$ cat config.mk
export PLATFORM = sky130hd
export DESIGN_NAME = eph_probe_core
export DESIGN_NICKNAME = d
export VERILOG_FILES = /design/src/rtl/eph_pkg.sv /design/src/rtl/eph_level_filter.sv /design/src/rtl/eph_blinker.sv /design/src/rtl/eph_probe_core.sv
export SDC_FILE = /design/constraint.sdc
export NUM_CORES = 1
export LEC_CHECK = 0
export BUFFER_PORTS_ARGS = -buffer_cell sky130_fd_sc_hd__buf_2
export CORE_MARGIN = 2
export CORE_UTILIZATION = 48
export CTS_CLUSTER_SIZE = 40
export DETAILED_ROUTE_END_ITERATION = 8
export GPL_ROUTABILITY_DRIVEN = 1
export PLACE_DENSITY = 0.75
export SLEW_MARGIN = 10
export SYNTH_ARGS = -nofsm -noshare
export SYNTH_HDL_FRONTEND = slang
export SYNTH_SLANG_ARGS = --single-unit
$ cat constraint.sdc
create_clock -name core_clk -period 5.5 [get_ports core_clk]
set_input_delay 0.825 -clock core_clk [delete_from_list [all_inputs] [get_ports core_clk]]
set_output_delay 0.825 -clock core_clk [all_outputs]
set_load 0.005 [all_outputs]
$ cat src/rtl/eph_pkg.sv
// shared constants and types of the probe startup and supervision block
package eph_pkg;
    localparam int CLK_PERIOD_NS        = 50;
    localparam int PROBE_RESET_DELAY_NS = 800;
    localparam int DET_DELAY_SHORT_NS   = 2000;
    localparam int DET_DELAY_EXT_NS     = 30000;
    localparam int FLASH_HALF_MS        = 250;

    // least time rounded up to whole cycles, never below one
    function automatic int min_cycles(input int ns);
        int c;
        c = (ns + CLK_PERIOD_NS - 1) / CLK_PERIOD_NS;
        return (c < 1) ? 1 : c;
    endfunction

    localparam int CNT_W  = 10;
    localparam int PAT_W  = 4;
    localparam int MBX_W  = 16;
    localparam int POLL_W = 16;
    localparam int FILT_W = 16;
    localparam int BLNK_W = 28;

    localparam logic [CNT_W-1:0] RESET_DELAY_CYC =
        CNT_W'(min_cycles(PROBE_RESET_DELAY_NS));
    localparam logic [CNT_W-1:0] DET_SHORT_CYC = CNT_W'(min_cycles(DET_DELAY_SHORT_NS));
    localparam logic [CNT_W-1:0] DET_EXT_CYC   = CNT_W'(min_cycles(DET_DELAY_EXT_NS));
    localparam int FLASH_HALF_CYC = FLASH_HALF_MS * (1000000 / CLK_PERIOD_NS);
    localparam int POLL_CYC_DEF   = 100;
    localparam int FILTER_CYC_DEF = 20;
    localparam logic [CNT_W-1:0] CNT_RST = 10'h000;

    typedef enum logic { MODE_TRACE, MODE_DEBUG } eph_mode_t;
    typedef enum logic [1:0] { S_RESET, S_DELAY, S_INIT, S_RUN } eph_state_t;
endpackage

$ cat src/rtl/eph_level_filter.sv
// level filter: output follows the input once it has been stable long enough
`timescale 1ns/1ps
module eph_level_filter #(
    parameter int CYC = eph_pkg::FILTER_CYC_DEF
) (
    input  wire logic core_clk,
    input  wire logic resetn,
    input  wire logic level_in,
    output logic      level_out
);
    import eph_pkg::*;

    typedef struct packed {
        logic [FILT_W-1:0] cnt;
        logic              q;
    } eph_filt_t;

    eph_filt_t r_reg;
    eph_filt_t r_next;

    always_comb begin
        r_next = r_reg;
        if (level_in == r_reg.q) begin
            r_next.cnt = '0;
        end else if (r_reg.cnt >= FILT_W'(CYC - 1)) begin
            r_next.q   = level_in;
            r_next.cnt = '0;
        end else begin
            r_next.cnt = r_reg.cnt + 1'b1;
        end
    end

    always_ff @(posedge core_clk) begin
        if (!resetn) begin
            r_reg <= '0;
        end else begin
            r_reg <= r_next;
        end
    end

    assign level_out = r_reg.q;
endmodule

$ cat src/rtl/eph_blinker.sv
// square wave for the flashing led, low while disabled
`timescale 1ns/1ps
module eph_blinker #(
    parameter int HALF = eph_pkg::FLASH_HALF_CYC
) (
    input  wire logic core_clk,
    input  wire logic resetn,
    input  wire logic en,
    output logic      blink
);
    import eph_pkg::*;

    typedef struct packed {
        logic [BLNK_W-1:0] cnt;
        logic              q;
    } eph_blink_t;

    eph_blink_t r_reg;
    eph_blink_t r_next;

    always_comb begin
        r_next = r_reg;
        if (!en) begin
            r_next = '0;
        end else if (r_reg.cnt >= BLNK_W'(HALF - 1)) begin
            r_next.cnt = '0;
            r_next.q   = ~r_reg.q;
        end else begin
            r_next.cnt = r_reg.cnt + 1'b1;
        end
    end

    always_ff @(posedge core_clk) begin
        if (!resetn) begin
            r_reg <= '0;
        end else begin
            r_reg <= r_next;
        end
    end

    assign blink = r_reg.q;
endmodule

$ cat src/rtl/eph_probe_core.sv
// probe supervision, status leds, startup handshake and page control
`timescale 1ns/1ps
module eph_probe_core #(
    parameter int FLASH_HALF = eph_pkg::FLASH_HALF_CYC,
    parameter int POLL_CYC   = eph_pkg::POLL_CYC_DEF,
    parameter int FILTER_CYC = eph_pkg::FILTER_CYC_DEF
) (
    input  wire logic                       core_clk,
    input  wire logic                       resetn,
    input  wire logic                       ecu_supply_sense,
    input  wire logic                       ecu_standby_sense,
    input  wire logic                       host_ready,
    input  wire logic                       host_link_up,
    input  wire logic                       host_init_done,
    input  wire logic                       host_download_done,
    input  wire logic                       host_reset_req,
    input  wire logic                       host_page_req,
    input  wire logic                       boot_config_mode,
    input  wire eph_pkg::eph_mode_t         port_mode,
    input  wire logic                       ext_delay_sel,
    input  wire logic [eph_pkg::PAT_W-1:0]  pattern_fail,
    input  wire logic [eph_pkg::PAT_W-1:0]  pattern_ok,
    input  wire logic [eph_pkg::MBX_W-1:0]  ack_value,
    input  wire logic                       ecu_reset_line_in,
    output logic                            ecu_reset_line_out,
    output logic                            ecu_reset_line_oe_n,
    output logic [eph_pkg::PAT_W-1:0]       aux_data_lines_out,
    output logic                            aux_data_lines_oe_n,
    output logic                            mbx_rd_req,
    input  wire logic                       mbx_rd_ack,
    input  wire logic [eph_pkg::MBX_W-1:0]  mbx_rd_data,
    input  wire logic                       probe_detect_line_in,
    output logic                            probe_detect_line_out,
    output logic                            probe_detect_line_oe_n,
    output logic                            probe_detect_pullup_en,
    input  wire logic                       standby_fail_line_in,
    output logic                            standby_fail_line_out,
    output logic                            standby_fail_line_oe_n,
    output logic                            standby_fail_pullup_en,
    input  wire logic [1:0]                 acquisition_trigger_lines,
    output logic                            led_red,
    output logic                            led_green,
    output logic                            led_yellow,
    output logic                            ecu_on,
    output logic                            ram_valid,
    output logic                            ecu_present,
    output logic                            meas_enable,
    output logic                            page_working,
    output logic                            mem_access_ok,
    output logic                            ref_access_ok,
    output logic [eph_pkg::MBX_W-1:0]       trig_event
);
    import eph_pkg::*;

    typedef struct packed {
        eph_state_t        st;
        logic [CNT_W-1:0]  cnt;
        logic [POLL_W-1:0] poll;
        logic              pend;
        logic              req;
        logic              pf;
        logic              stby_q;
        logic              armed;
        logic              boot;
        logic              present;
        logic              pg;
        logic              rst_drv;
        logic [3:0]        lines_q;
        logic [MBX_W-1:0]  trig;
    } eph_core_t;

    eph_core_t r_reg;
    eph_core_t r_next;

    logic standby_ok;
    logic ecu_running;
    logic poll_en;
    logic blink;
    logic [3:0] lines;

    eph_level_filter #(.CYC(FILTER_CYC)) u_supply_filt (
        .core_clk  (core_clk),
        .resetn    (resetn),
        .level_in  (ecu_supply_sense),
        .level_out (ecu_on)
    );

    eph_level_filter #(.CYC(FILTER_CYC)) u_standby_filt (
        .core_clk  (core_clk),
        .resetn    (resetn),
        .level_in  (ecu_standby_sense),
        .level_out (standby_ok)
    );

    eph_blinker #(.HALF(FLASH_HALF)) u_blink (
        .core_clk (core_clk),
        .resetn   (resetn),
        .en       (r_reg.boot),
        .blink    (blink)
    );

    // all four trigger lines, active low
    assign lines = {acquisition_trigger_lines, standby_fail_line_in,
                    probe_detect_line_in};
    assign ecu_running   = ecu_on && ecu_reset_line_in;
    assign mem_access_ok = ecu_running && (r_reg.st == S_INIT || r_reg.st == S_RUN);
    assign poll_en       = mem_access_ok && (port_mode == MODE_TRACE);

    always_comb begin
        r_next         = r_reg;
        r_next.req     = 1'b0;
        r_next.trig    = '0;
        r_next.lines_q = lines;
        r_next.armed   = 1'b1;
        // the strap is caught on the first clock after reset release
        if (!r_reg.armed) begin
            r_next.boot = boot_config_mode;
        end else if (host_init_done) begin
            r_next.boot = 1'b0;
        end
        // only a loss seen while monitoring counts: the filter reads low until it
        // settles, so a standby supply absent from power up is not flagged
        // a new failure wins over a download finishing in the same cycle
        r_next.stby_q = standby_ok;
        if (r_reg.stby_q && !standby_ok) begin
            r_next.pf = 1'b1;
        end else if (host_download_done) begin
            r_next.pf = 1'b0;
        end
        r_next.pg      = host_page_req && !r_next.pf && (r_reg.st == S_RUN);
        r_next.rst_drv = !ecu_on || host_reset_req;
        if (poll_en && !r_reg.pend) begin
            if (r_reg.poll == '0) begin
                r_next.req  = 1'b1;
                r_next.pend = 1'b1;
                r_next.poll = POLL_W'(POLL_CYC - 1);
            end else begin
                r_next.poll = r_reg.poll - 1'b1;
            end
        end
        if (mbx_rd_ack) begin
            r_next.pend = 1'b0;
        end
        unique case (r_reg.st)
            S_RESET: begin
                r_next.present = 1'b0;
                if (ecu_running) begin
                    r_next.st = S_DELAY;
                    if (port_mode == MODE_DEBUG) begin
                        r_next.cnt = RESET_DELAY_CYC;
                    end else begin
                        r_next.cnt = ext_delay_sel ? DET_EXT_CYC : DET_SHORT_CYC;
                    end
                end
            end
            S_DELAY: begin
                if (r_reg.cnt <= CNT_W'(1)) begin
                    r_next.st  = S_INIT;
                    r_next.cnt = CNT_RST;
                end else begin
                    r_next.cnt = r_reg.cnt - 1'b1;
                end
            end
            S_INIT: begin
                if (port_mode == MODE_TRACE) begin
                    if (mbx_rd_ack && mbx_rd_data == ack_value) begin
                        r_next.st      = S_RUN;
                        r_next.present = 1'b1;
                    end
                end else if (probe_detect_line_in && standby_fail_line_in) begin
                    r_next.st      = S_RUN;
                    r_next.present = 1'b1;
                end
            end
            S_RUN: begin
                if (port_mode == MODE_TRACE) begin
                    // the pattern latch is never consulted here, only the mailbox
                    if (mbx_rd_ack && mbx_rd_data != ack_value) begin
                        r_next.trig = mbx_rd_data;
                    end
                end else begin
                    r_next.trig = MBX_W'(r_reg.lines_q & ~lines);
                end
            end
        endcase
        if (!ecu_running) begin
            r_next.st      = S_RESET;
            r_next.pend    = 1'b0;
            r_next.present = 1'b0;
            r_next.poll    = '0;
        end
    end

    always_ff @(posedge core_clk) begin
        if (!resetn) begin
            r_reg         <= '0;
            r_reg.st      <= S_RESET;
            r_reg.cnt     <= CNT_RST;
            r_reg.rst_drv <= 1'b1;
            r_reg.lines_q <= 4'hf;
        end else begin
            r_reg <= r_next;
        end
    end

    // open drain reset: only ever pulls low
    assign ecu_reset_line_out  = 1'b0;
    assign ecu_reset_line_oe_n = !r_reg.rst_drv;

    // pattern stays applied through reset and the detection delay after it
    assign aux_data_lines_out  = r_reg.pf ? pattern_fail : pattern_ok;
    assign aux_data_lines_oe_n = !(port_mode == MODE_TRACE &&
                                   (r_reg.st == S_RESET || r_reg.st == S_DELAY));

    assign probe_detect_line_out  = 1'b0;
    assign probe_detect_line_oe_n = !(port_mode == MODE_DEBUG && r_reg.st == S_INIT);
    assign probe_detect_pullup_en = port_mode == MODE_DEBUG &&
                                    (r_reg.st == S_RESET || r_reg.st == S_DELAY);
    assign standby_fail_line_out  = 1'b0;
    assign standby_fail_line_oe_n = !(port_mode == MODE_DEBUG && r_reg.st == S_INIT &&
                                      !r_reg.pf);
    assign standby_fail_pullup_en = port_mode == MODE_DEBUG &&
                                    (r_reg.st == S_RESET || r_reg.st == S_DELAY ||
                                     (r_reg.st == S_INIT && r_reg.pf));

    assign led_red     = ecu_on || host_ready;
    assign led_green   = r_reg.pf ? 1'b1 : blink;
    assign led_yellow  = host_link_up;
    assign ram_valid   = !r_reg.pf;
    assign ecu_present = r_reg.present;
    assign meas_enable = r_reg.present && !r_reg.boot;
    assign page_working  = r_reg.pg;
    assign ref_access_ok = mem_access_ok && !r_reg.pg;
    // gated so that no request leaves in the cycle the ecu stops
    assign mbx_rd_req  = r_reg.req && ecu_running;
    assign trig_event  = r_reg.trig;
endmodule

# Word level (Yosys, flattened, before mapping)
# Cells that the tools add are included.
[word_totals]
register_bits = 120
in_bits = 59
out_inout_bits = 40
word_cells = 131
[op_classes]
n_addsub = 5
order_cmp = 4
eq_ne = 12
mux = 27
n_bitwise = 9
reduce_logical = 54
[op_table]
columns = ["operator", "count"]
rows = [
  ["$mux 16", 4],
  ["$add 16x1->16 const B", 2],
  ["$ge 16x5->1 const B", 2],
  ["$mux 10", 3],
  ["$add 28x1->28 const B", 1],
  ["$ge 28x23->1 const B", 1],
  ["$mux 25", 1],
  ["$pmux 10 s2", 1],
  ["$logic_and 1x1->1", 19],
  ["$and 4x16->16", 1],
  ["$eq 16x16->1", 1],
  ["$logic_not 16->1", 1],
  ["$ne 16x16->1", 1],
  ["$not 4->16", 1],
  ["$reduce_and 2->1", 8],
  ["$sub 16x1->16 const B", 1],
  ["$mux 12", 1],
  ["$reduce_or 3->1", 4],
  ["$logic_not 1->1", 11],
  ["$le 10x1->1 const B", 1],
  ["$mux 2", 5],
  ["$sub 10x1->10 const B", 1],
  ["$mux 1", 9],
  ["$not 1->1", 7],
  ["other kinds (14)", 24],
]

# Depth between registers and ports, before layout
[logic_depth]
ltp_word = 7
mapped_depth = 8
mapped_depth_nobuf = 8

# Cells and area by module
# From an unflattened synthesis, not the netlist that was laid out.
[unflattened]
hier_cells = 552
hier_area_um2 = 5188.7
[modules_own_cells]
columns = ["module", "instances", "cells_per_inst", "area_each_um2", "seq_area_each_um2"]
rows = [
  ["eph_probe_core", 1, 342, 2892.8, 1141.1],
  ["eph_blinker", 1, 128, 1227.4, 580.6],
  ["eph_level_filter", 2, 41, 534.3, 340.3],
]

# Worst setup path before layout
# Ideal clock, no wire load.
[synth_path]
path_type = "input port to output port"
from = "input port port_mode"
to = "output port standby_fail_pullup_en"
t_arrival_ps = 1362
required_ps = 4675
path_slack_ps = 3313
path_stages = 3
n_path_buf = 1
path_cell_list = "clkbuf_1 -> o21a_1 -> o21bai_1"
[synth_between]
elab_chain_len = 1
[synth_rtl]
columns = ["element", "line_no", "text"]
rows = [
  ["start: declaration", "eph_probe_core.sv:19", "input wire eph_pkg::eph_mode_t port_mode,"],
  ["$logic_and 1x1->1", "eph_probe_core.sv:222", "assign standby_fail_pullup_en = port_mode == MODE_DEBUG &&"],
  ["end: declaration", "eph_probe_core.sv:39", "output logic standby_fail_pullup_en,"],
]
# Every way passes these cells.

# Worst setup path in the final report
[layout_path]
from = "register r_reg[56] (netlist name)"
to = "output port standby_fail_pullup_en"
[layout_between]
elab_chain_len = 4
word_cells_on_any_way = 7
cone_classes = "2 x eq/ne; 5 x reduce/logical"
[layout_rtl]
columns = ["element", "line_no", "text"]
rows = [
  ["start: declaration", "eph_probe_core.sv:72", "eph_core_t r_reg;"],
  ["start signal: assignment", "eph_probe_core.sv:202", "r_reg <= r_next;"],
  ["$eq 2x1->1, or another cell as far along", "eph_probe_core.sv:223", "(r_reg.st == S_RESET || r_reg.st == S_DELAY ||"],
  ["$logic_or 1x1->1 / $logic_and 1x1->1 (equally long branches)", "eph_probe_core.sv:223, eph_probe_core.sv:224", ""],
  ["$logic_or 1x1->1 *", "eph_probe_core.sv:223", ""],
  ["$logic_and 1x1->1 *", "eph_probe_core.sv:222", ""],
]
# Mark *: on every way between the ends. The rest lies on a longest branch, timed or not.

==> metrics.cfg <==
[outcome]
status=completed

[sta]
rsz0062_at_grt=false
slew_headroom_pct=36.0
fin_crit_ns=2.70
tightestPinTransition_ns=0.958
hold_viol=0
tns_ns=0
holdWs_ns=0.442
finalWorstSetupSlack_ns=2.80
slew_violations=0
fmax_mhz=370
min_period_over_period_pct=49.1
finClkSkew_ns=0.00814
finalSetupViolCount=0

[run]
maxCapViolations=0

[die]
io_pins=99
die-area_um2=11400
die_w_um=107
design.core.area_um2=10300
start_util_pct=49.3
rows=37
fp.dieH_um=107

[hold_path]
min_path_type=register to register
min_from=u_blink.r_reg[1]
min_to=u_blink.r_reg[1]
hold_depth=1

[cells_and_area]
ff_latch_area_um2=2400
fin_nets=729
area_delta_synth_final_pct=21.7
antenna_cells=0
largest_reg_flops=39
fill_cells=865
multi_input_area_um2=2490
drive_above_1_share_pct=21.3
finalNonFillerCells=807
fin_area_um2=6160

[placement]
place_area_um2=5610
dp_cells=775
place_ws_ns=2.88
dp_hpwl_um=7730
gp_congestion=0.860
io_buffers=93

[global_route]
overflow=0
antenna_found_initial=0
grt_pass1_vias=3920
grt_max_degree=20
grt_usage_pct=19.0
grt_pass1_wl_um=17200

[yosys]
synth-async-reset-ratio_pct=0
yosys.area.top_type=dfxtp_1
ys_warn_count=0
synthDistinctLibCells=55
yosys-top-cells-count=dfxtp_1, nor2_1, xor2_1
synth_top_area_share_pct=47.4
synth.most_common_cell=dfxtp_1
ys_ff_latch=120
syn-instance-count=548
synth.avg_cell_area_um2=9.24
yosys-top-cells-area=dfxtp_1, nor2_1, xor2_1
syn_area_um2=5070
ys_seq_area_share_pct=47.4
synth-edff-count=0
synthFlopType=dfxtp_1

[clocking]
cts_hold_buffers=0
cts_tree=built
clock_path_buffers=2
clkLatencyLatePin_ns=0.50
clk_pin_slew_worst_paths_ns=0.05
h-tree-depth=4
clock-sinks=120
cts_root_buf=clkbuf_8
cts_repair_resize_count=0
post-cts-setup-buffers=0
cts_made_buffers=17

[pwr]
power_density_nw_per_um2=325
p_leak_nw=2.58
ir_drop_v=0.000192

[setup_path]
arrival_ns=1.87
r2r_slack_ns=3.05
cpPeakStageDelay_ns=0.38
cp_slowest_cell=dfxtp_1
critical_path_required_ns=4.68
cp-start-kind=register
crit_type=register to output port
critPathTopFamily=compound AO/OA/AOI/OAI gates
r2r_cells=7
timing.rr.start=r_reg[55]
worstSetupEndpointType=output port
worst_r2r_endpoint=r_reg[37]
cp.buffers_inverters=2
crit_chain=inv_1 -> ha_1 -> o21a_1 -> o21bai_1 -> buf_2
cp_max_fo=10

[route]
ant_nets=0
initialDrtViolationCount=138
routedWlPerCell_um=13.1
wl_um=10600
dr_total_vias=4051
vias_per_cell=5.02
drc=0
drtPass1Iterations=4

[per-layer routing]
metal  global-route usage [%]  wire length (um)  vias to the layer above
met5                        0                 0                        -
met4                     7.70               201                        0
met3                     5.47               759                       18
met2                     32.5              4990                      149
met1                     22.5              4600                     1835
li1                         -                 -                     2049
[area by class of cell]
| cell class | count | area share [%] |
|---|---|---|
| multi-input combinational | 406 | 40.5 |
| sequential | 120 | 39.0 |
| timing repair buffer | 94 | 7.67 |
| clock buffer | 19 | 6.84 |
| tap | 136 | 2.76 |
| clock inverter | 13 | 2.13 |
| inverter | 19 | 1.16 |
[stage by stage]
stage,power [mW],utilization [%]
6_report,2.00,60.0
3_3_place_gp,0.996,54.6
2_1_floorplan,0.959,-
5_1_grt,2.08,60.0
3_5_place_dp,0.998,54.6
4_1_cts,2.02,60.0
[cells in the final DEF, fill, tap and decap left out, types with 5 or more instances in the layout]
master | Yosys | final
a21oi_1 | 14 | 14
a31oi_1 | 8 | 8
and2_1 | 16 | 16
and3_1 | 8 | 8
buf_2 | 1 | 93
clkbuf_16 | 0 | 16
clkinv_2 | 0 | 5
clkinvlp_4 | 0 | 5
conb_1 | 1 | 30
dfxtp_1 | 120 | 120
ha_1 | 12 | 12
inv_1 | 19 | 19
mux2i_1 | 5 | 5
nand2_1 | 27 | 27
nand2b_1 | 5 | 5
nand3_1 | 22 | 22
nand3b_1 | 5 | 5
nand4_1 | 10 | 10
nor2_1 | 82 | 82
nor3_1 | 19 | 19
nor4_1 | 13 | 13
o21ai_0 | 13 | 13
or3_1 | 5 | 5
xnor2_1 | 24 | 24
xor2_1 | 34 | 34
[worst max path at each step]
stage	end	depth (start not counted)	from	slack [ns]
floorplan	standby_fail_pullup_en	3	port_mode	3.31
global placement	trig_event[9]	5	port_mode	2.92
detailed placement	trig_event[13]	5	port_mode	2.88
CTS	standby_fail_pullup_en	5	r_reg[56]	2.80
global route	standby_fail_pullup_en	5	r_reg[56]	2.69
finish	standby_fail_pullup_en	5	r_reg[56]	2.80
[report_power, final]
| group | switching [mW] | leakage (nW) | internal, mW |
|---|---|---|---|
| clock | 0.381 | 0.259 | 0.639 |
| sequential | 0.00871 | 0.980 | 0.886 |
| combinational | 0.0458 | 1.34 | 0.0398 |
[cell families (layout without fill, tap and decap cells)]
logic type | after synthesis | after routing | synth area share [%]
DFF | 120 | 120 | 47.4
buffers and inverters | 51 | 145 | 5.51
and+or+nand+nor | 232 | 232 | 23.3
other | 1 | 30 | 0.0740
muxes | 9 | 9 | 1.88
xor gates and xnor gates | 58 | 58 | 10.0
AOI/OAI and AO/OA | 65 | 65 | 8.79
adders and majority gates | 12 | 12 | 2.96
Power figures use the tool's default switching activity.
